[config.mk]
export PLATFORM = sky130hd
export DESIGN_NAME = cpt_timer
export DESIGN_NICKNAME = d
export VERILOG_FILES = /design/src/logic/cpt_sync.v /design/src/logic/cpt_timer.v
export VERILOG_INCLUDE_DIRS = /design/src /design/src/logic
export SDC_FILE = /design/constraint.sdc
export NUM_CORES = 1
export LEC_CHECK = 0
export BUFFER_PORTS_ARGS = -buffer_cell sky130_fd_sc_hd__buf_2
export CAP_MARGIN = 20
export CORE_MARGIN = 3
export CORE_UTILIZATION = 27
export CTS_CLUSTER_SIZE = 12
export DETAILED_ROUTE_END_ITERATION = 8
export HOLD_SLACK_MARGIN = 0.15
export PLACE_DENSITY = 0.45
export SLEW_MARGIN = 15
export SYNTH_ARGS = -nofsm -noshare
export SYNTH_HDL_FRONTEND = slang
export SYNTH_SLANG_ARGS = --single-unit
[constraint.sdc]
create_clock -name sys_clk -period 8.11 [get_ports sys_clk]
set_input_delay 0.811 -clock sys_clk [delete_from_list [all_inputs] [get_ports sys_clk]]
set_output_delay 0.811 -clock sys_clk [all_outputs]
set_load 0.01 [all_outputs]
[src/logic/cpt_map.vh]
// Register map, field positions, reset values and timing for the coupled PWM pair timer
// Contract
// - Run set: status on edge one, count edge two
// - Plain coupled: count equals duty1 drops output1
// - Count equals duty2 drops output2, both modes
// - Plain coupled: count equals period2 raises output2
// - One-shot period match: output1 high, zero, stop
// - Repeat period match: output1 high, zero, continue
// - Period match reloads all duty, period buffers
// - Setting run after one-shot starts new cycle
// - Run cleared: one more edge, then status zero
// - Restart continues from held count, no clearing
// - Counter byte write zeroes count, output1 high
// - Stopped: duty, period writes load buffers directly
// - Control zero picks clock, event point, polarity1
// - Output2 polarity has its own control bit
// - External pin may start, stop or clear
// - Period is period1 plus one count clocks
// - Output2 delays are duty2+1 and period2+1
// - First event may slip one clock, then fixed
// - Dead-time enable uses duty2 as dead-time
// - Dead-time: duty1 plus duty2 match drops output1
// - Dead-time: duty1 match raises output2
`ifndef CPT_MAP_VH
`define CPT_MAP_VH
// Byte addresses of the word registers
`define CPT_A_CTRL0    8'h00
`define CPT_A_CTRL1    8'h04
`define CPT_A_TRIG     8'h08
`define CPT_A_CTRL7    8'h0c
`define CPT_A_CNT_LO   8'h10
`define CPT_A_CNT_HI   8'h14
`define CPT_A_DUTY1    8'h18
`define CPT_A_PER1     8'h1c
`define CPT_A_DUTY2    8'h20
`define CPT_A_PER2     8'h24
`define CPT_A_STATUS   8'h28
// First control zero fields
`define CPT_F_CKSEL_LO 0
`define CPT_F_CKSEL_HI 2
`define CPT_F_EVPT     3
`define CPT_F_POL1     4
`define CPT_F_ONESHOT  5
`define CPT_F_COUPLED  6
`define CPT_F_DTEN     7
// First control one fields
`define CPT_F_RUN      0
`define CPT_F_STAT     1
// Trigger control fields
`define CPT_F_TMODE_LO 0
`define CPT_F_TMODE_HI 1
`define CPT_F_TEDGE_LO 2
`define CPT_F_TEDGE_HI 3
`define CPT_F_TPIN     4
// Trigger modes
`define CPT_TM_SOFT    2'h0
`define CPT_TM_LEVEL   2'h1
`define CPT_TM_START   2'h2
`define CPT_TM_CLEAR   2'h3
// Reset values
`define CPT_RST_PER    16'hffff
`define CPT_RST_DUTY   16'h0000
`define CPT_RST_CNT    16'h0000
`define CPT_CNT_ONE    16'h0001
`define CPT_SYNC_DEPTH 2
`endif

[src/logic/cpt_sync.v]
// Two-stage synchroniser for asynchronous level inputs
module cpt_sync #(
  parameter W = 2
) (
  sys_clk,
  rst,
  d_in,
  q_out
);
  input  wire         sys_clk; // System clock
  input  wire         rst;     // Asynchronous reset
  input  wire [W-1:0] d_in;    // Raw pin levels
  output wire [W-1:0] q_out;   // Synchronised levels

  reg [W-1:0] meta_r;          // First stage, read only by second
  reg [W-1:0] sync_r;          // Second stage

  // Two flops in series
  always @(posedge sys_clk or posedge rst) begin
    if (rst) begin
      meta_r <= {W{1'b0}};
      sync_r <= {W{1'b0}};
    end else begin
      meta_r <= d_in;
      sync_r <= meta_r;
    end
  end

  assign q_out = sync_r;
endmodule

[src/logic/cpt_timer.v]
// Coupled two-channel PWM timer with APB register access
//
// Design decisions made here: register access over APB and the register addresses.
`include "cpt_map.vh"
module cpt_timer (
  sys_clk,
  rst,
  psel,
  penable,
  pwrite,
  paddr,
  pwdata,
  prdata,
  pready,
  pslverr,
  trig_pin,
  pwm_out1,
  pwm_out2,
  period_event
);
  input  wire        sys_clk;      // System clock, 20 MHz
  input  wire        rst;          // Asynchronous reset, high
  input  wire        psel;         // APB select
  input  wire        penable;      // APB enable
  input  wire        pwrite;       // APB direction
  input  wire [7:0]  paddr;        // APB byte address
  input  wire [31:0] pwdata;       // APB write data
  output wire [31:0] prdata;       // APB read data
  output wire        pready;       // APB ready
  output wire        pslverr;      // APB error
  input  wire [1:0]  trig_pin;     // External trigger pins
  output wire        pwm_out1;     // First channel output
  output wire        pwm_out2;     // Second channel output
  output wire        period_event; // Event pulse at chosen point

  // Configuration registers
  reg [7:0]  ctrl0_r;       // Clock, event point, polarity, modes
  reg [4:0]  trig_r;        // Trigger mode, edge, pin select
  reg        pol2_r;        // Second output polarity
  reg        run_r;         // Run bit
  reg        stat_r;        // Counter status flag
  reg [15:0] cnt_r;         // Shared counter
  reg [15:0] duty1_r;       // Programmed first duty
  reg [15:0] per1_r;        // Programmed first period
  reg [15:0] duty2_r;       // Programmed second duty / dead-time
  reg [15:0] per2_r;        // Programmed second period
  reg [15:0] duty1_buf_r;   // First duty buffer
  reg [15:0] per1_buf_r;    // First period buffer
  reg [15:0] duty2_buf_r;   // Second duty buffer
  reg [15:0] per2_buf_r;    // Second period buffer
  reg        flag1_r;       // First output flag
  reg        flag2_r;       // Second output flag
  reg        out1_r;        // Registered first output
  reg        out2_r;        // Registered second output
  reg        event_r;       // Registered event pulse
  reg [7:0]  div_r;         // Count clock prescaler
  reg        trig_d_r;      // Previous trigger level
  reg [31:0] rdata_r;       // Read data captured in setup
  reg        err_r;         // Error captured in setup

  // Decoded fields
  wire [2:0] cksel     = ctrl0_r[`CPT_F_CKSEL_HI:`CPT_F_CKSEL_LO];
  wire       ev_at_duty = ctrl0_r[`CPT_F_EVPT];
  wire       pol1      = ctrl0_r[`CPT_F_POL1];
  wire       one_shot  = ctrl0_r[`CPT_F_ONESHOT];
  wire       coupled   = ctrl0_r[`CPT_F_COUPLED];
  wire       dt_en     = ctrl0_r[`CPT_F_DTEN];
  wire [1:0] tmode     = trig_r[`CPT_F_TMODE_HI:`CPT_F_TMODE_LO];
  wire       tedge_lo  = trig_r[`CPT_F_TEDGE_LO];
  wire       tpin      = trig_r[`CPT_F_TPIN];

  // Bus phases
  wire setup_ph = psel & ~penable;
  wire acc_wr   = psel & penable & pwrite;

  // Per-register write strobes
  wire wr_ctrl0 = acc_wr & (paddr == `CPT_A_CTRL0);
  wire wr_ctrl1 = acc_wr & (paddr == `CPT_A_CTRL1);
  wire wr_trig  = acc_wr & (paddr == `CPT_A_TRIG);
  wire wr_ctrl7 = acc_wr & (paddr == `CPT_A_CTRL7);
  wire wr_cnt   = acc_wr & ((paddr == `CPT_A_CNT_LO) | (paddr == `CPT_A_CNT_HI));
  wire wr_duty1 = acc_wr & (paddr == `CPT_A_DUTY1);
  wire wr_per1  = acc_wr & (paddr == `CPT_A_PER1);
  wire wr_duty2 = acc_wr & (paddr == `CPT_A_DUTY2);
  wire wr_per2  = acc_wr & (paddr == `CPT_A_PER2);

  // Synchronised trigger pins
  wire [1:0] trig_sync;

  cpt_sync #(
    .W (2)
  ) u_sync (
    .sys_clk (sys_clk),
    .rst     (rst),
    .d_in    (trig_pin),
    .q_out   (trig_sync)
  );

  // Trigger level, normalised so high means start level
  wire trig_raw   = tpin ? trig_sync[1] : trig_sync[0];
  wire trig_lvl   = tedge_lo ? trig_raw : ~trig_raw;
  wire trig_start = trig_lvl & ~trig_d_r;
  wire trig_stop  = ~trig_lvl & trig_d_r;

  // Level mode gates the run bit with the pin level
  wire run_eff = run_r & ((tmode != `CPT_TM_LEVEL) | trig_lvl);

  // Count clock tick: divide sys_clk by two to the cksel
  wire [7:0] div_mask = ~(8'hff << cksel);
  wire       tick     = ((div_r & div_mask) == div_mask);

  // Counter advances on a tick while operating, or on the tail tick
  wire step = tick & stat_r;
  wire per_match = (cnt_r == per1_buf_r);
  wire [15:0] dt_sum = duty1_buf_r + duty2_buf_r;
  // Stopped counter: writes feed buffers at once
  wire stopped = ~run_r & ~stat_r;
  // External clear events
  wire ext_clr = ((tmode == `CPT_TM_LEVEL) & trig_stop)
               | ((tmode == `CPT_TM_CLEAR) & trig_start);

  // Prescaler runs freely
  always @(posedge sys_clk or posedge rst) begin
    if (rst) begin
      div_r <= 8'h00;
    end else begin
      div_r <= div_r + 8'h01;
    end
  end

  // Trigger edge history
  always @(posedge sys_clk or posedge rst) begin
    if (rst) begin
      // Idle level of the default setting: no false edge after reset
      trig_d_r <= 1'b1;
    end else begin
      trig_d_r <= trig_lvl;
    end
  end

  // Configuration registers
  always @(posedge sys_clk or posedge rst) begin
    if (rst) begin
      ctrl0_r <= 8'h00;
      trig_r  <= 5'h00;
      pol2_r  <= 1'b0;
      duty1_r <= `CPT_RST_DUTY;
      per1_r  <= `CPT_RST_PER;
      duty2_r <= `CPT_RST_DUTY;
      per2_r  <= `CPT_RST_PER;
    end else begin
      if (wr_ctrl0) begin
        ctrl0_r <= pwdata[7:0];
      end
      if (wr_trig) begin
        trig_r <= pwdata[4:0];
      end
      if (wr_ctrl7) begin
        pol2_r <= pwdata[0];
      end
      if (wr_duty1) begin
        duty1_r <= pwdata[15:0];
      end
      if (wr_per1) begin
        per1_r <= pwdata[15:0];
      end
      if (wr_duty2) begin
        duty2_r <= pwdata[15:0];
      end
      if (wr_per2) begin
        per2_r <= pwdata[15:0];
      end
    end
  end

  // Run bit: software and trigger set it, one-shot end clears it
  always @(posedge sys_clk or posedge rst) begin
    if (rst) begin
      run_r <= 1'b0;
    end else if (wr_ctrl1) begin
      // Software write wins over a same-cycle auto clear
      run_r <= pwdata[`CPT_F_RUN];
    end else if ((tmode == `CPT_TM_START) & trig_start) begin
      run_r <= 1'b1;
    end else if (step & per_match & one_shot & run_r) begin
      run_r <= 1'b0;
    end
  end

  // Status flag: up on first tick after run, down after tail tick
  always @(posedge sys_clk or posedge rst) begin
    if (rst) begin
      stat_r <= 1'b0;
    end else if (tick) begin
      // One-shot end drops status together with run
      if (stat_r & per_match & one_shot & run_r) begin
        stat_r <= 1'b0;
      end else if (run_eff) begin
        stat_r <= 1'b1;
      end else begin
        stat_r <= 1'b0;
      end
    end
  end

  // Shared counter
  always @(posedge sys_clk or posedge rst) begin
    if (rst) begin
      cnt_r <= `CPT_RST_CNT;
    end else if (wr_cnt | ext_clr) begin
      // Byte write or external clear wins over counting
      cnt_r <= `CPT_RST_CNT;
    end else if (step) begin
      if (per_match) begin
        cnt_r <= `CPT_RST_CNT;
      end else begin
        cnt_r <= cnt_r + `CPT_CNT_ONE;
      end
    end
  end

  // Buffers: reload at period match, or direct while stopped
  always @(posedge sys_clk or posedge rst) begin
    if (rst) begin
      duty1_buf_r <= `CPT_RST_DUTY;
      per1_buf_r  <= `CPT_RST_PER;
      duty2_buf_r <= `CPT_RST_DUTY;
      per2_buf_r  <= `CPT_RST_PER;
    end else if (step & per_match) begin
      // Period match reload beats direct loads
      duty1_buf_r <= duty1_r;
      per1_buf_r  <= per1_r;
      duty2_buf_r <= duty2_r;
      per2_buf_r  <= per2_r;
    end else if (stopped) begin
      if (wr_duty1) begin
        duty1_buf_r <= pwdata[15:0];
      end
      if (wr_per1) begin
        per1_buf_r <= pwdata[15:0];
      end
      if (wr_duty2) begin
        duty2_buf_r <= pwdata[15:0];
      end
      if (wr_per2) begin
        per2_buf_r <= pwdata[15:0];
      end
    end
  end

  // First output flag
  always @(posedge sys_clk or posedge rst) begin
    if (rst) begin
      flag1_r <= 1'b1;
    end else if (wr_cnt | ext_clr) begin
      flag1_r <= 1'b1;
    end else if (step) begin
      if (per_match) begin
        flag1_r <= 1'b1;
      end else if (dt_en & coupled) begin
        if (cnt_r == dt_sum) begin
          flag1_r <= 1'b0;
        end
      end else if (cnt_r == duty1_buf_r) begin
        flag1_r <= 1'b0;
      end
    end
  end

  // Second output flag, driven only in coupled mode
  always @(posedge sys_clk or posedge rst) begin
    if (rst) begin
      flag2_r <= 1'b0;
    end else if (step & coupled) begin
      if (dt_en) begin
        // Duty1 match raises, dead-time match drops
        if (cnt_r == duty1_buf_r) begin
          flag2_r <= 1'b1;
        end else if (cnt_r == duty2_buf_r) begin
          flag2_r <= 1'b0;
        end
      end else begin
        // Period2 match raises, duty2 match drops
        if (cnt_r == per2_buf_r) begin
          flag2_r <= 1'b1;
        end else if (cnt_r == duty2_buf_r) begin
          flag2_r <= 1'b0;
        end
      end
    end
  end

  // Registered pin drivers with polarity and event pulse
  always @(posedge sys_clk or posedge rst) begin
    if (rst) begin
      out1_r  <= 1'b0;
      out2_r  <= 1'b0;
      event_r <= 1'b0;
    end else begin
      // Outputs lag the flags by one cycle
      out1_r  <= flag1_r ^ pol1;
      out2_r  <= flag2_r ^ pol2_r;
      // Event at period match, or at duty match when chosen
      event_r <= step & (ev_at_duty ? (cnt_r == duty1_buf_r) : per_match);
    end
  end

  // Read mux captured during setup so data comes from flops
  always @(posedge sys_clk or posedge rst) begin
    if (rst) begin
      rdata_r <= 32'h00000000;
      err_r   <= 1'b0;
    end else if (setup_ph) begin
      // Answer stands in rdata_r through the access phase
      err_r <= 1'b0;
      case (paddr)
        `CPT_A_CTRL0:  rdata_r <= {24'h000000, ctrl0_r};
        `CPT_A_CTRL1:  rdata_r <= {30'h00000000, stat_r, run_r};
        `CPT_A_TRIG:   rdata_r <= {27'h0000000, trig_r};
        `CPT_A_CTRL7:  rdata_r <= {31'h00000000, pol2_r};
        `CPT_A_CNT_LO: rdata_r <= {24'h000000, cnt_r[7:0]};
        `CPT_A_CNT_HI: rdata_r <= {24'h000000, cnt_r[15:8]};
        `CPT_A_DUTY1:  rdata_r <= {16'h0000, duty1_r};
        `CPT_A_PER1:   rdata_r <= {16'h0000, per1_r};
        `CPT_A_DUTY2:  rdata_r <= {16'h0000, duty2_r};
        `CPT_A_PER2:   rdata_r <= {16'h0000, per2_r};
        `CPT_A_STATUS: rdata_r <= {30'h00000000, flag2_r, flag1_r};
        default: begin
          // Unmapped address answers with error and zero data
          rdata_r <= 32'h00000000;
          err_r   <= 1'b1;
        end
      endcase
    end
  end

  // Zero-wait slave
  assign pready       = 1'b1;
  assign pslverr      = psel & penable & err_r;
  assign prdata       = rdata_r;
  assign pwm_out1     = out1_r;
  assign pwm_out2     = out2_r;
  assign period_event = event_r;
endmodule

### Word level (Yosys, flattened, before mapping)

Index checks and enable logic that the tools add are counted.

| word-level totals | value |
|---|---|
| register bits | 211 |
| input port bits | 47 |
| output and inout bits | 37 |
| word-level logic and storage cells | 144 |

| operators by class | value |
|---|---|
| $add $sub $neg | 3 |
| equal/unequal tests | 21 |
| shift operators | 1 |
| muxes and demuxes | 35 |
| bitwise logic cells | 44 |
| reductions and logical operators | 15 |

Operator list:

| kind | number |
|---|---|
| $mux W16 | 15 |
| $pmux W16 S11 | 1 |
| $eq A16 B16 Y1 | 5 |
| $eq A8 B5 Y1 const B | 4 |
| $and A1 B1 Y1 | 30 |
| $eq A8 B6 Y1 const B | 3 |
| $mux W1 | 19 |
| $add A16 B1 Y16 const B | 1 |
| $add A16 B16 Y16 | 1 |
| $eq A8 B4 Y1 const B | 2 |
| $reduce_bool A2 Y1 | 6 |
| $reduce_or A11 Y1 | 1 |
| $add A8 B1 Y8 const B | 1 |
| $and A8 B8 Y8 | 1 |
| $eq A8 B3 Y1 const B | 1 |
| $eq A8 B8 Y1 | 1 |
| $logic_not A8 Y1 | 1 |
| $not A8 Y8 | 1 |
| $reduce_and A2 Y1 | 4 |
| $shl A8 B3 Y8 const A | 1 |
| $not A1 Y1 | 6 |
| $eq A2 B2 Y1 const B | 2 |
| $ne A4 B3 Y1 const B | 1 |
| $or A1 B1 Y1 | 4 |
| 6 further kinds | 7 |

### Longest topological paths before layout

Gate-level depths: netlist (run 1).

| depth | value |
|---|---|
| depth in word-level cells | 11 |
| depth in mapped cells | 10 |
| depth with buffers taken out | 10 |

### Cells and area by module

Synthesis (run 1) repeated with hierarchy kept, for this count alone.

| second synthesis, totals | value |
|---|---|
| cell total of the unflattened synthesis | 993 |
| area, all modules | 10,639.0 µm² |

Modules (own cells, without submodules):

| module | times used | cells an instance | area each (µm²) | seq. area each (µm²) |
|---|---|---|---|---|
| cpt_timer | 1 | 988 | 10,535.1 | 4,837.1 |
| cpt_sync | 1 | 5 | 103.8 | 100.1 |

### Worst setup path before layout (run 1)

Ideal clock, no wire load.

| timing | value |
|---|---|
| path type | flip-flop to flip-flop |
| start | register duty1_buf_r[0] |
| end | register flag1_r |
| setup time | 88 ps |
| data arrival time | 2,422 ps |
| required time | 8,022 ps |
| setup slack | 5,599 ps |
| stages on the path, launching flop included | 11 |
| path buffers | 0 |
| clock period less this slack | 2,511 ps |
| cells stage by stage | dfrtp_1 -> ha_1 -> fa_1 -> a21o_1 -> a221oi_2 -> a221oi_2 -> a21o_1 -> a21oi_2 -> xnor2_1 -> o41ai_1 -> nand2_1 |

| on the way | value |
|---|---|
| longest elaborated chain between the ends | 4 |
| elaborated cells on any way between the ends | 6 |
| those cells by class | 1 x add/sub; 3 x eq/ne; 2 x reduce/logical |

RTL lines:

| what | line | source |
|---|---|---|
| start, declared | cpt_timer.v:47 | `reg [15:0] duty1_buf_r;` |
| start signal, assigned | cpt_timer.v:225 | `` duty1_buf_r <= `CPT_RST_DUTY; `` |
| start signal, assigned | cpt_timer.v:231 | `duty1_buf_r <= duty1_r;` |
| start signal, assigned | cpt_timer.v:237 | `duty1_buf_r <= pwdata[15:0];` |
| $add A16 B16 Y16 | cpt_timer.v:115 | `wire [15:0] dt_sum = duty1_buf_r + duty2_buf_r;` |
| $eq A16 B16 Y1 | cpt_timer.v:261 | `if (cnt_r == dt_sum) begin` |
| $ne A4 B3 Y1 (no line) | - |  |
| $reduce_and A3 Y1 (no line) (*) | - |  |
| end signal, assigned | cpt_timer.v:259 | `flag1_r <= 1'b1;` |
| end signal, assigned | cpt_timer.v:262 | `flag1_r <= 1'b0;` |
| end signal, assigned | cpt_timer.v:265 | `flag1_r <= 1'b0;` |
| end, declared | cpt_timer.v:51 | `reg flag1_r;` |

Every way passes the cells marked *; elsewhere a longest branch is shown, timed or not.
A chain may end at the register's enable or synchronous reset.

### Worst setup path in the final report (run 1)

| timing | value |
|---|---|
| start | input paddr[1] |
| end | register per1_buf_r[13] |

| on the way | value |
|---|---|
| longest elaborated chain between the ends | 4 |

RTL lines:

| what | line | source |
|---|---|---|
| start, declared | cpt_timer.v:26 | `input wire [7:0] paddr;` |
| $eq A8 B5 Y1 | - |  |
| $and A1 B1 Y1 | cpt_timer.v:83 | `` wire wr_per1 = acc_wr & (paddr == `CPT_A_PER1); `` |
| $reduce_bool A2 Y1 (no line) | - |  |
| $reduce_and A2 Y1 (no line) | - |  |
| end signal, assigned | cpt_timer.v:226 | `` per1_buf_r <= `CPT_RST_PER; `` |
| end signal, assigned | cpt_timer.v:232 | `per1_buf_r <= per1_r;` |
| end signal, assigned | cpt_timer.v:240 | `per1_buf_r <= pwdata[15:0];` |
| end, declared | cpt_timer.v:48 | `reg [15:0] per1_buf_r;` |

Every way passes these cells.

==> impl_metrics.json, run 1 <==
{
  "coreArea_um2": 39200,
  "combPwrFrac_pct": 12.8,
  "seqPwrFrac_pct": 48.6,
  "syn_area_per_cell_um2": 10.7,
  "clkPwrFrac_pct": 38.6,
  "vias_per_cell": 5.03,
  "holdWs_ns": 0.354,
  "maxSlewViolCount": 0,
  "drc_errors": 0,
  "final_hold_viol_count": 0,
  "clk_path_buf_depth": 2,
  "layout_common_cells": "128 x dfrtp_1, 102 x nand2_1, 84 x o21ai_0, 79 x mux2_2, 71 x mux2i_1",
  "holdCritPathClass": "reg2reg",
  "max_freq_ghz": 0.270,
  "fin_crit_sh_pct": 45.7,
  "worst_slew_pin_slew_ns": 1.01,
  "status": "finished, final reports clean",
  "path_max_fanout": 17,
  "p_per_area_nw_per_um2": 181,
  "skew_ns": 0.0128,
  "critPathArrivalTime_ns": 4.06,
  "initial_core_util_pct": 27.7,
  "top_layer": "met4",
  "p_leak_nw": 5.04,
  "drive_above_1_share_pct": 26.2,
  "rows": 72,
  "ys_ff_latch": 194,
  "die_x_um": 207,
  "hold_buffers": 0,
  "swShare_pct": 29.2,
  "diodes": 0,
  "crit_buf_inv": 1,
  "drv_cap": 0,
  "async_reset_ff_share_pct": 100,
  "fin_setup_tns_ns": 0,
  "gp_congestion": 0.816,
  "detail-route-antenna-nets": 0,
  "n_fill_cell": 4067,
  "p_total_mw": 2.18,
  "grt_max_degree": 118,
  "seq_area_frac_synth_pct": 45.4,
  "worst-setup-path-type": "in2reg",
  "postCtsSetupBuffers": 0,
  "dr.pass1.iters": 6,
  "io_buffers": 50,
  "insertion_delay_ns": 0.44,
  "synth_edf_count": 0,
  "cts.sinks": 194,
  "fin_crit_ns": 3.70,
  "rsz0062_at_grt": "false",
  "synth_area_um2": 10900,
  "synth.distinct_cells": 77,
  "grt-ovfl-total": 0,
  "ys_warn_count": 0,
  "cp-end-kind": "flop",
  "wirelength_mm": 32.7,
  "vias": 7858,
  "required_ns": 8.47,
  "antenna_found_initial": 0,
  "start_kind": "primary input",
  "grt_pass1_vias": 7835,
  "slew_headroom_pct": 32.9,
  "grt_pass1_wl_mm": 50.1,
  "cts_tree": "done",
  "wire_per_inst_um": 20.9,
  "slowest_delay_ns": 0.88,
  "die_h_um": 207,
  "cp_top_family": "simple AND/OR/NAND/NOR gates",
  "synth_flop_cell": "dfrtp_1",
  "htree_levels": 4,
  "p_int_mw": 1.54,
  "grt_usage_pct": 15.6,
  "ir_drop_uv": 139,
  "cts_resized": 0,
  "wl_met3_mm": 1.05,
  "synthCells": 1012,
  "die_area_um2": 42700,
  "critical_path.slowest_cell": "or3_1",
  "crit_chain": "buf_2 -> nor2_1 -> nand3_1 -> nor2_2 -> nand2_2 -> or3_1 -> mux2i_1 -> o21ai_0",
  "area_delta_synth_final_pct": 10.9,
  "setup_viol": 0,
  "wl_met2_mm": 15.7,
  "layout_commonest_cell": "dfrtp_1",
  "switchingPower_uw": 638,
  "clk_pin_slew_ns": 0.07,
  "io_pins": 84,
  "drtIter0Drc": 624,
  "nets": 1096,
  "m1WireLength_mm": 15.6,
  "cts-root-buf": "clkbuf_16",
  "numCtsBuffers": 17,
  "hpwl_mm": 22.8
}
-- cell type report --
type	count	area, um^2	share of cell area (%)
clock buffer	20	468	3.88
inverter	9	41.3	0.343
timing repair buffer	66	390	3.24
tap	518	648	5.38
sequential	194	4940	41.0
multi-input combinational	743	5460	45.3
clock inverter	12	109	0.903
-- cells by family after synthesis --
kind of cell               synth area share, %
AOI/OAI and AO/OA                         13.2
xor gates and xnor gates                  7.98
adders and majority gates                 2.14
buffers and inverters                     4.87
DFF                                       45.4
muxes                                     14.7
other                                   0.0691
and+or+nand+nor                           11.6
-- worst reg2reg max path, cell delays in order, from the launching register on --
cell and delay (ns):
dfrtp_1 0.59, xnor2_1 0.39, nand4_1 0.19, nor4_4 0.63
and4bb_4 0.46, buf_4 0.35, buf_16 0.34, nand2_1 0.20
o21ai_0 0.09
-- metal layers --
| metal | track usage, % | vias up |
|---|---|---|
| met5 | 0 | - |
| met4 | 3.25 | 0 |
| met3 | 1.69 | 15 |
| met2 | 26.0 | 154 |
| met1 | 21.9 | 4024 |
| li1 | - | 3665 |
-- path summary, 6_finish.rpt --
check / start / cells past startpoint / slack, ns / endpoint
max in group asynchronous: rst / 4 / 5.77 / per1_r[8]
setup reg to reg: cnt_r[1] / 8 / 4.80 / duty2_buf_r[15]
hold reg to reg: u_sync.meta_r[1] / 0 / 0.35 / u_sync.q_out[1]
hold / removal: u_sync.meta_r[1] / 0 / 0.35 / u_sync.q_out[1]
setup / recovery: paddr[1] / 8 / 4.41 / per1_buf_r[13]
min in group asynchronous: rst / 2 / 0.48 / prdata[4]
-- metrics by stage --
step	utilization, %	instances	cell area, um^2	worst slack (ns)
final	30.8	1562	12100	4.41
after global routing	30.8	1562	12100	4.20
after CTS	30.7	1561	12000	4.23
after detailed placement	29.2	1529	11400	3.93
after global placement	29.2	1529	11400	3.89
after floorplan	-	1027	10900	2.12
-- synthesized netlist by cell type, types with 21 or more instances --
cell | instances | share of area, %
xor2_1 | 42 | 3.4
o21ai_0 | 84 | 3.9
a222oi_1 | 21 | 1.9
nand2_1 | 102 | 3.5
dfrtp_1 | 128 | 29
dfstp_2 | 66 | 16
buf_4 | 25 | 1.7
mux2i_1 | 71 | 6.5
nor2_1 | 43 | 1.5
mux2_2 | 79 | 8.2
xnor2_1 | 57 | 4.6
buf_2 | 23 | 1.1
-- flip-flops by register name (all words and copies together), names as in the netlist, 2 cells and up --
| name | count |
|---|---|
| per1_buf_r | 16 |
| cnt_r | 16 |
| per1_r | 16 |
| u_sync.q_out | 2 |
| duty1_buf_r | 16 |
| prdata | 16 |
| trig_r | 5 |
| div_r | 7 |
| duty2_buf_r | 16 |
| per2_buf_r | 16 |
| duty1_r | 16 |
| ctrl0_r | 8 |
| duty2_r | 16 |
| per2_r | 16 |
| u_sync.meta_r | 2 |
-- power groups by stage --
stage | combinational, mW | clock, mW | sequential (mW)
2_1_floorplan | 0.214 | 0 | 1.04
3_3_place_gp | 0.283 | 0 | 1.08
3_5_place_dp | 0.283 | 0 | 1.08
4_1_cts | 0.284 | 0.865 | 1.06
5_1_grt | 0.311 | 0.900 | 1.07
6_report | 0.279 | 0.842 | 1.06
No activity file was read; power rests on OpenSTA's default activity.
==> run 2, diff against run 1 <==
--- a/config.mk
+++ b/config.mk
@@ -13,7 +13,7 @@
 export CTS_CLUSTER_SIZE = 12
 export DETAILED_ROUTE_END_ITERATION = 8
 export HOLD_SLACK_MARGIN = 0.15
-export PLACE_DENSITY = 0.45
+export PLACE_DENSITY = 0.47
 export SLEW_MARGIN = 15
 export SYNTH_ARGS = -nofsm -noshare
 export SYNTH_HDL_FRONTEND = slang
==> constraint.sdc (replaced) <==
create_clock -name sys_clk -period 3.3 [get_ports sys_clk]
set_input_delay 0.33 -clock sys_clk [delete_from_list [all_inputs] [get_ports sys_clk]]
set_output_delay 0.33 -clock sys_clk [all_outputs]
set_load 0.01 [all_outputs]
==> run 2 against run 1 <==
Core utilization increased by 0.57 points; die area is the same; sequential share of layout area down 0.74 points; largest power group unchanged; critical path type is now reg2reg; highest routed layer unchanged; clock power is 150% higher; clock skew rose by 0.0023 ns.
==> impl_metrics.json, run 2 (synthesis results as in run 1) <==
{
  "status": "finished, final reports clean",
  "holdCritPathClass": "in2reg",
  "cp-end-kind": "flop",
  "grt_pass1_vias": 7913,
  "diodes": 0,
  "setup_viol": 0,
  "start_kind": "flop",
  "worst-setup-path-type": "reg2reg",
  "antenna_found_initial": 0,
  "layout_common_cells": "128 x dfrtp_1, 102 x nand2_1, 84 x o21ai_0, 79 x mux2_2, 71 x mux2i_1",
  "drv_cap": 0,
  "crit_buf_inv": 0,
  "rows": 72,
  "cts_resized": 0,
  "clk_path_buf_depth": 2,
  "grt-ovfl-total": 0,
  "critPathArrivalTime_ns": 3.23,
  "drc_errors": 0,
  "initial_core_util_pct": 27.7,
  "fin_crit_ns": 2.88,
  "hold_buffers": 3,
  "area_delta_synth_final_pct": 13.0,
  "fin_setup_tns_ns": 0,
  "die_x_um": 207,
  "cts.sinks": 194,
  "p_per_area_nw_per_um2": 438,
  "drtIter0Drc": 473,
  "slowest_delay_ns": 0.43,
  "rsz0062_at_grt": "false",
  "numCtsBuffers": 17,
  "drive_above_1_share_pct": 27.5,
  "coreArea_um2": 39200,
  "hpwl_mm": 23.2,
  "io_pins": 84,
  "die_area_um2": 42700,
  "skew_ns": 0.0151,
  "gp_congestion": 0.868,
  "max_freq_ghz": 0.348,
  "p_leak_nw": 5.15,
  "grt_max_degree": 77,
  "ir_drop_uv": 278,
  "grt_pass1_wl_mm": 49.8,
  "nets": 1120,
  "final_hold_viol_count": 0,
  "layout_commonest_cell": "dfrtp_1",
  "path_max_fanout": 5,
  "vias": 7941,
  "slew_headroom_pct": 50.8,
  "fin_crit_sh_pct": 87.2,
  "timing.final.ws_setup_ns": 0.424,
  "vias_per_cell": 5.01,
  "worst_slew_pin_slew_ns": 0.735,
  "required_ns": 3.66,
  "insertion_delay_ns": 0.45,
  "reg2reg_slack_ns": 0.42,
  "io_buffers": 50,
  "htree_levels": 4,
  "maxSlewViolCount": 0,
  "die_h_um": 207,
  "wirelength_mm": 32.5,
  "wire_per_inst_um": 20.5,
  "grt_usage_pct": 15.5,
  "critical_path.slowest_cell": "o41ai_1",
  "detail-route-antenna-nets": 0,
  "pre_cts_ws_ns": 0.411,
  "dr.pass1.iters": 5,
  "cts_tree": "done",
  "clk_pin_slew_ns": 0.08,
  "postCtsSetupBuffers": 0,
  "crit_chain": "ha_1 -> fa_1 -> a21o_1 -> a221oi_2 -> a221oi_2 -> a21o_1 -> a21oi_2 -> xnor2_1 -> o41ai_1 -> nand2_1",
  "cp_top_family": "compound AO/OA/AOI/OAI gates",
  "n_fill_cell": 4075,
  "cts-root-buf": "clkbuf_16"
}
[run 2: changes by cell type in the layout (fill, tap and decap cells not counted), sizes merged]
| cell | delta |
|---|---|
| buf | +21 |
| dlygate4sd3 | +3 |
| clkinvlp | +4 |
| inv | -5 |
| bufinv | +1 |
[run 2: worst register-to-register path, cell delays in order, from the launching register on]
cell      delay [ns]
dfrtp_1         0.42
ha_1            0.24
fa_1            0.41
a21o_1          0.23
a221oi_2        0.36
a221oi_2        0.19
a21o_1          0.22
a21oi_2         0.14
xnor2_1         0.08
o41ai_1         0.43
nand2_1         0.09
[run 2: area by class of cell]
| type | instances | area (um^2) | share of cell area [%] |
|---|---|---|---|
| Multi-Input combinational cell | 743 | 5460 | 44.5 |
| Sequential cell | 194 | 4940 | 40.2 |
| Tap cell | 518 | 648 | 5.28 |
| Timing Repair Buffer | 90 | 623 | 5.08 |
| Clock buffer | 20 | 447 | 3.64 |
| Clock inverter | 12 | 124 | 1.01 |
| Inverter | 9 | 37.5 | 0.306 |
[run 2: final timing paths]
| check | start | to | cells past startpoint |
|---|---|---|---|
| min in group asynchronous | rst | div_r[4] | 3 |
| max in group asynchronous | rst | per1_r[14] | 4 |
| worst max register to register | duty1_buf_r[0] | flag1_r | 10 |
| worst max-delay path | duty1_buf_r[0] | flag1_r | 10 |
| worst min-delay path | pwdata[9] | per1_buf_r[9] | 3 |
| worst min register to register | u_sync.meta_r[0] | u_sync.q_out[0] | 0 |
[run 2: metal layers]
| metal | routed length, um | vias up | GRT usage, % |
|---|---|---|---|
| li1 | - | 3700 | - |
| met1 | 15500 | 4042 | 21.9 |
| met2 | 15400 | 166 | 25.2 |
| met3 | 1030 | 33 | 2.01 |
| met4 | 608 | 0 | 4.39 |
| met5 | 0 | - | 0 |
[run 2: through the flow]
step                      std cells  area [um^2]  hold WS [ns]  power [mW]  util (%)
after floorplan                1027        10900         0.331        3.09         -
after global placement         1549        11600         0.336        3.36      29.7
after detailed placement       1550        11700         0.336        3.36      29.8
after CTS                      1585        12300         0.214        5.45      31.3
after global routing           1586        12300         0.247        5.60      31.3
final                          1586        12300         0.237        5.38      31.3
[run 2: power by group]
part           internal (mW)  switching (mW)  leakage [nW]
clock network           1.08           0.992         0.266
logic                  0.292           0.481          2.64
registers               2.47          0.0651          2.24
==> run 3, diff against run 2 <==
--- a/config.mk
+++ b/config.mk
@@ -6,6 +6,7 @@
 export SDC_FILE = /design/constraint.sdc
 export NUM_CORES = 1
 export LEC_CHECK = 0
+export ABC_CLOCK_PERIOD_IN_PS = 3300
 export BUFFER_PORTS_ARGS = -buffer_cell sky130_fd_sc_hd__buf_2
 export CAP_MARGIN = 20
 export CORE_MARGIN = 3
@@ -17,4 +18,5 @@
 export SLEW_MARGIN = 15
 export SYNTH_ARGS = -nofsm -noshare
 export SYNTH_HDL_FRONTEND = slang
+export SYNTH_HIERARCHICAL = 1
 export SYNTH_SLANG_ARGS = --single-unit
==> run 3 against run 2 <==
Global-route usage is 0.33 points lower; synthesized cell count is 1.9% lower; core utilization is 0.051 points lower; area after synthesis is 2.1% lower; combinational power is 4.7% higher; clock skew hardly changed; final area is 1.1% lower.
==> impl_metrics.json, run 3 <==
{
  "synth_flop_cell": "dfrtp_1",
  "slew_headroom_pct": 26.8,
  "syn_area_per_cell_um2": 10.7,
  "hpwl_mm": 22.4,
  "worst_r2r_path_depth": 9,
  "whs_path_depth": 3,
  "nets": 1100,
  "maxSlewViolCount": 0,
  "die_h_um": 205,
  "status": "finished, final reports clean",
  "skew_ns": 0.0152,
  "final_hold_viol_count": 0,
  "synth_edf_count": 0,
  "grt-ovfl-total": 0,
  "p_per_area_nw_per_um2": 456,
  "synth_most_common_cell": "dfrtp_1",
  "numCtsBuffers": 17,
  "seq_area_frac_synth_pct": 46.4,
  "synthTopCellsByArea": "dfrtp_1 30%, dfstp_2 16%, mux2_2 8.3%, mux2i_1 6.2%, xnor2_1 4.6%",
  "p_leak_nw": 5.31,
  "synth.distinct_cells": 73,
  "wirelength_mm": 31.4,
  "vias_per_cell": 4.92,
  "fin_crit_ns": 3.09,
  "layout_common_cells": "128 x dfrtp_1, 110 x nand2_1, 83 x o21ai_0, 78 x mux2_2",
  "drive_above_1_share_pct": 26.8,
  "setup_viol": 0,
  "dr.pass1.iters": 6,
  "area_delta_synth_final_pct": 14.1,
  "synthCells": 993,
  "max_freq_ghz": 0.324,
  "netlist.area_leader.share_pct": 30.1,
  "fin_setup_tns_ns": 0,
  "grt_pass1_vias": 7689,
  "hold_start": "pwdata[8]",
  "cts-root-buf": "clkbuf_16",
  "yosysTopAreaCell": "dfrtp_1",
  "ir_drop_uv": 373,
  "drv_cap": 0,
  "wire_per_inst_um": 20.1,
  "io_pins": 84,
  "ys_top_cells_by_count": "128 x dfrtp_1, 110 x nand2_1, 83 x o21ai_0",
  "drc_errors": 0,
  "gp_congestion": 0.837,
  "clk_path_buf_depth": 2,
  "worst-setup-path-type": "reg2reg",
  "detail-route-antenna-nets": 0,
  "dp_cells": 1530,
  "die_area_um2": 41800,
  "rsz0062_at_grt": "false",
  "n_fill_cell": 3989,
  "ys_ff_latch": 194,
  "holdWs_ns": 0.259,
  "rr_endpoint": "flag1_r",
  "die_x_um": 205,
  "critPathArrivalTime_ns": 3.46,
  "coreArea_um2": 38800,
  "cts.sinks": 194,
  "cp-end-kind": "flop",
  "cts_tree": "done",
  "hold_end": "per2_buf_r[8]",
  "clk_pin_slew_ns": 0.08,
  "worst_slew_pin_slew_ns": 1.10,
  "cts_resized": 0,
  "htree_levels": 4,
  "holdCritPathClass": "in2reg",
  "ys_warn_count": 6,
  "io_buffers": 50,
  "diodes": 0,
  "r2r-start": "duty1_buf_r[12]",
  "fin_crit_sh_pct": 93.5,
  "fin_cells": 1566,
  "start_kind": "flop",
  "reg2reg_slack_ns": 0.21,
  "insertion_delay_ns": 0.44,
  "initial_core_util_pct": 27.4,
  "required_ns": 3.67,
  "grt_max_degree": 101,
  "rows": 72,
  "layout_commonest_cell": "dfrtp_1",
  "grt_usage_pct": 15.2,
  "drtIter0Drc": 616,
  "synth_area_um2": 10600,
  "path_max_fanout": 5,
  "antenna_found_initial": 0,
  "vias": 7709,
  "async_reset_ff_share_pct": 100,
  "grt_pass1_wl_mm": 48.1
}
[run 3: worst max-delay path by stage]
stage | startpoint | endpoint | slack [ns] | depth (start not counted)
6_report | duty1_buf_r[12] | flag1_r | 0.21 | 9
5_1_grt | duty1_buf_r[0] | flag1_r | 0.0002 | 10
4_1_cts | duty1_buf_r[12] | flag1_r | 0.23 | 9
3_5_place_dp | duty1_buf_r[12] | flag1_r | 0.25 | 9
3_3_place_gp | duty1_buf_r[0] | flag1_r | 0.28 | 10
2_1_floorplan | rst | cnt_r[0] | 0.58 | 1
[run 3: repair_timing]
item / in CTS / in global routing
setup buffers: 0 / 0
hold buffers: 3 / 0
hold endpoints to repair: 17 / 0
[run 3: logic make-up (layout without fill, tap and decap cells)]
family	Yosys count	in the layout	share of synthesized area (%)
xor+xnor	105	105	9.14
other cells	2	17	0.0706
buf+inv	96	136	4.76
compound gates	201	201	12.2
mux	145	145	14.7
simple gates	232	232	10.6
flops	194	194	46.4
fa+ha+maj	18	18	2.19
[run 3: worst max-delay path, stage by stage, from the launching register on]
cell and delay (ns):
dfrtp_1 0.45, ha_1 0.40, a21oi_1 0.25, nor2_1 0.08
a211oi_1 0.31, o21ai_0 0.16, or4_1 0.53, a2111oi_0 0.49
and4b_1 0.26, a31oi_1 0.08
[run 3: power by group]
part           switching (mW)  leakage (nW)  total, mW  internal [mW]
Clock                   0.945         0.292       2.21           1.27
Combinational           0.506          2.77      0.809          0.303
Sequential             0.0586          2.25       2.51           2.46
[run 3: stage by stage]
stage               total power [mW]  setup WS [ns]  instance area (um^2)  utilization, %
floorplan                       3.12          0.575                 10700               -
finish                          5.54          0.215                 12100            31.3
detailed placement              3.37          0.254                 11500            29.5
global placement                3.37          0.276                 11500            29.5
global route                    5.77       0.000237                 12100            31.3
CTS                             5.60          0.234                 12100            31.2
[run 3: cell type report]
| cell class | instances | area, um^2 | area share, % |
|---|---|---|---|
| sequential | 194 | 4940 | 40.7 |
| clock inverter | 14 | 188 | 1.55 |
| timing repair buffer | 91 | 636 | 5.23 |
| multi-input combinational | 718 | 5250 | 43.3 |
| tap | 518 | 648 | 5.34 |
| inverter | 13 | 52.6 | 0.433 |
| clock buffer | 18 | 429 | 3.53 |
[run 3: routing by layer]
metal / share of wire [%] / vias up / track usage [%] / routed length [um]
met1: 48 / 3908 / 21.3 / 15000
li1: - / 3603 / - / -
met2: 46 / 162 / 24.2 / 14600
met3: 3.2 / 36 / 1.89 / 1020
met5: 0 / - / 0 / 0
met4: 2.7 / 0 / 5.46 / 833
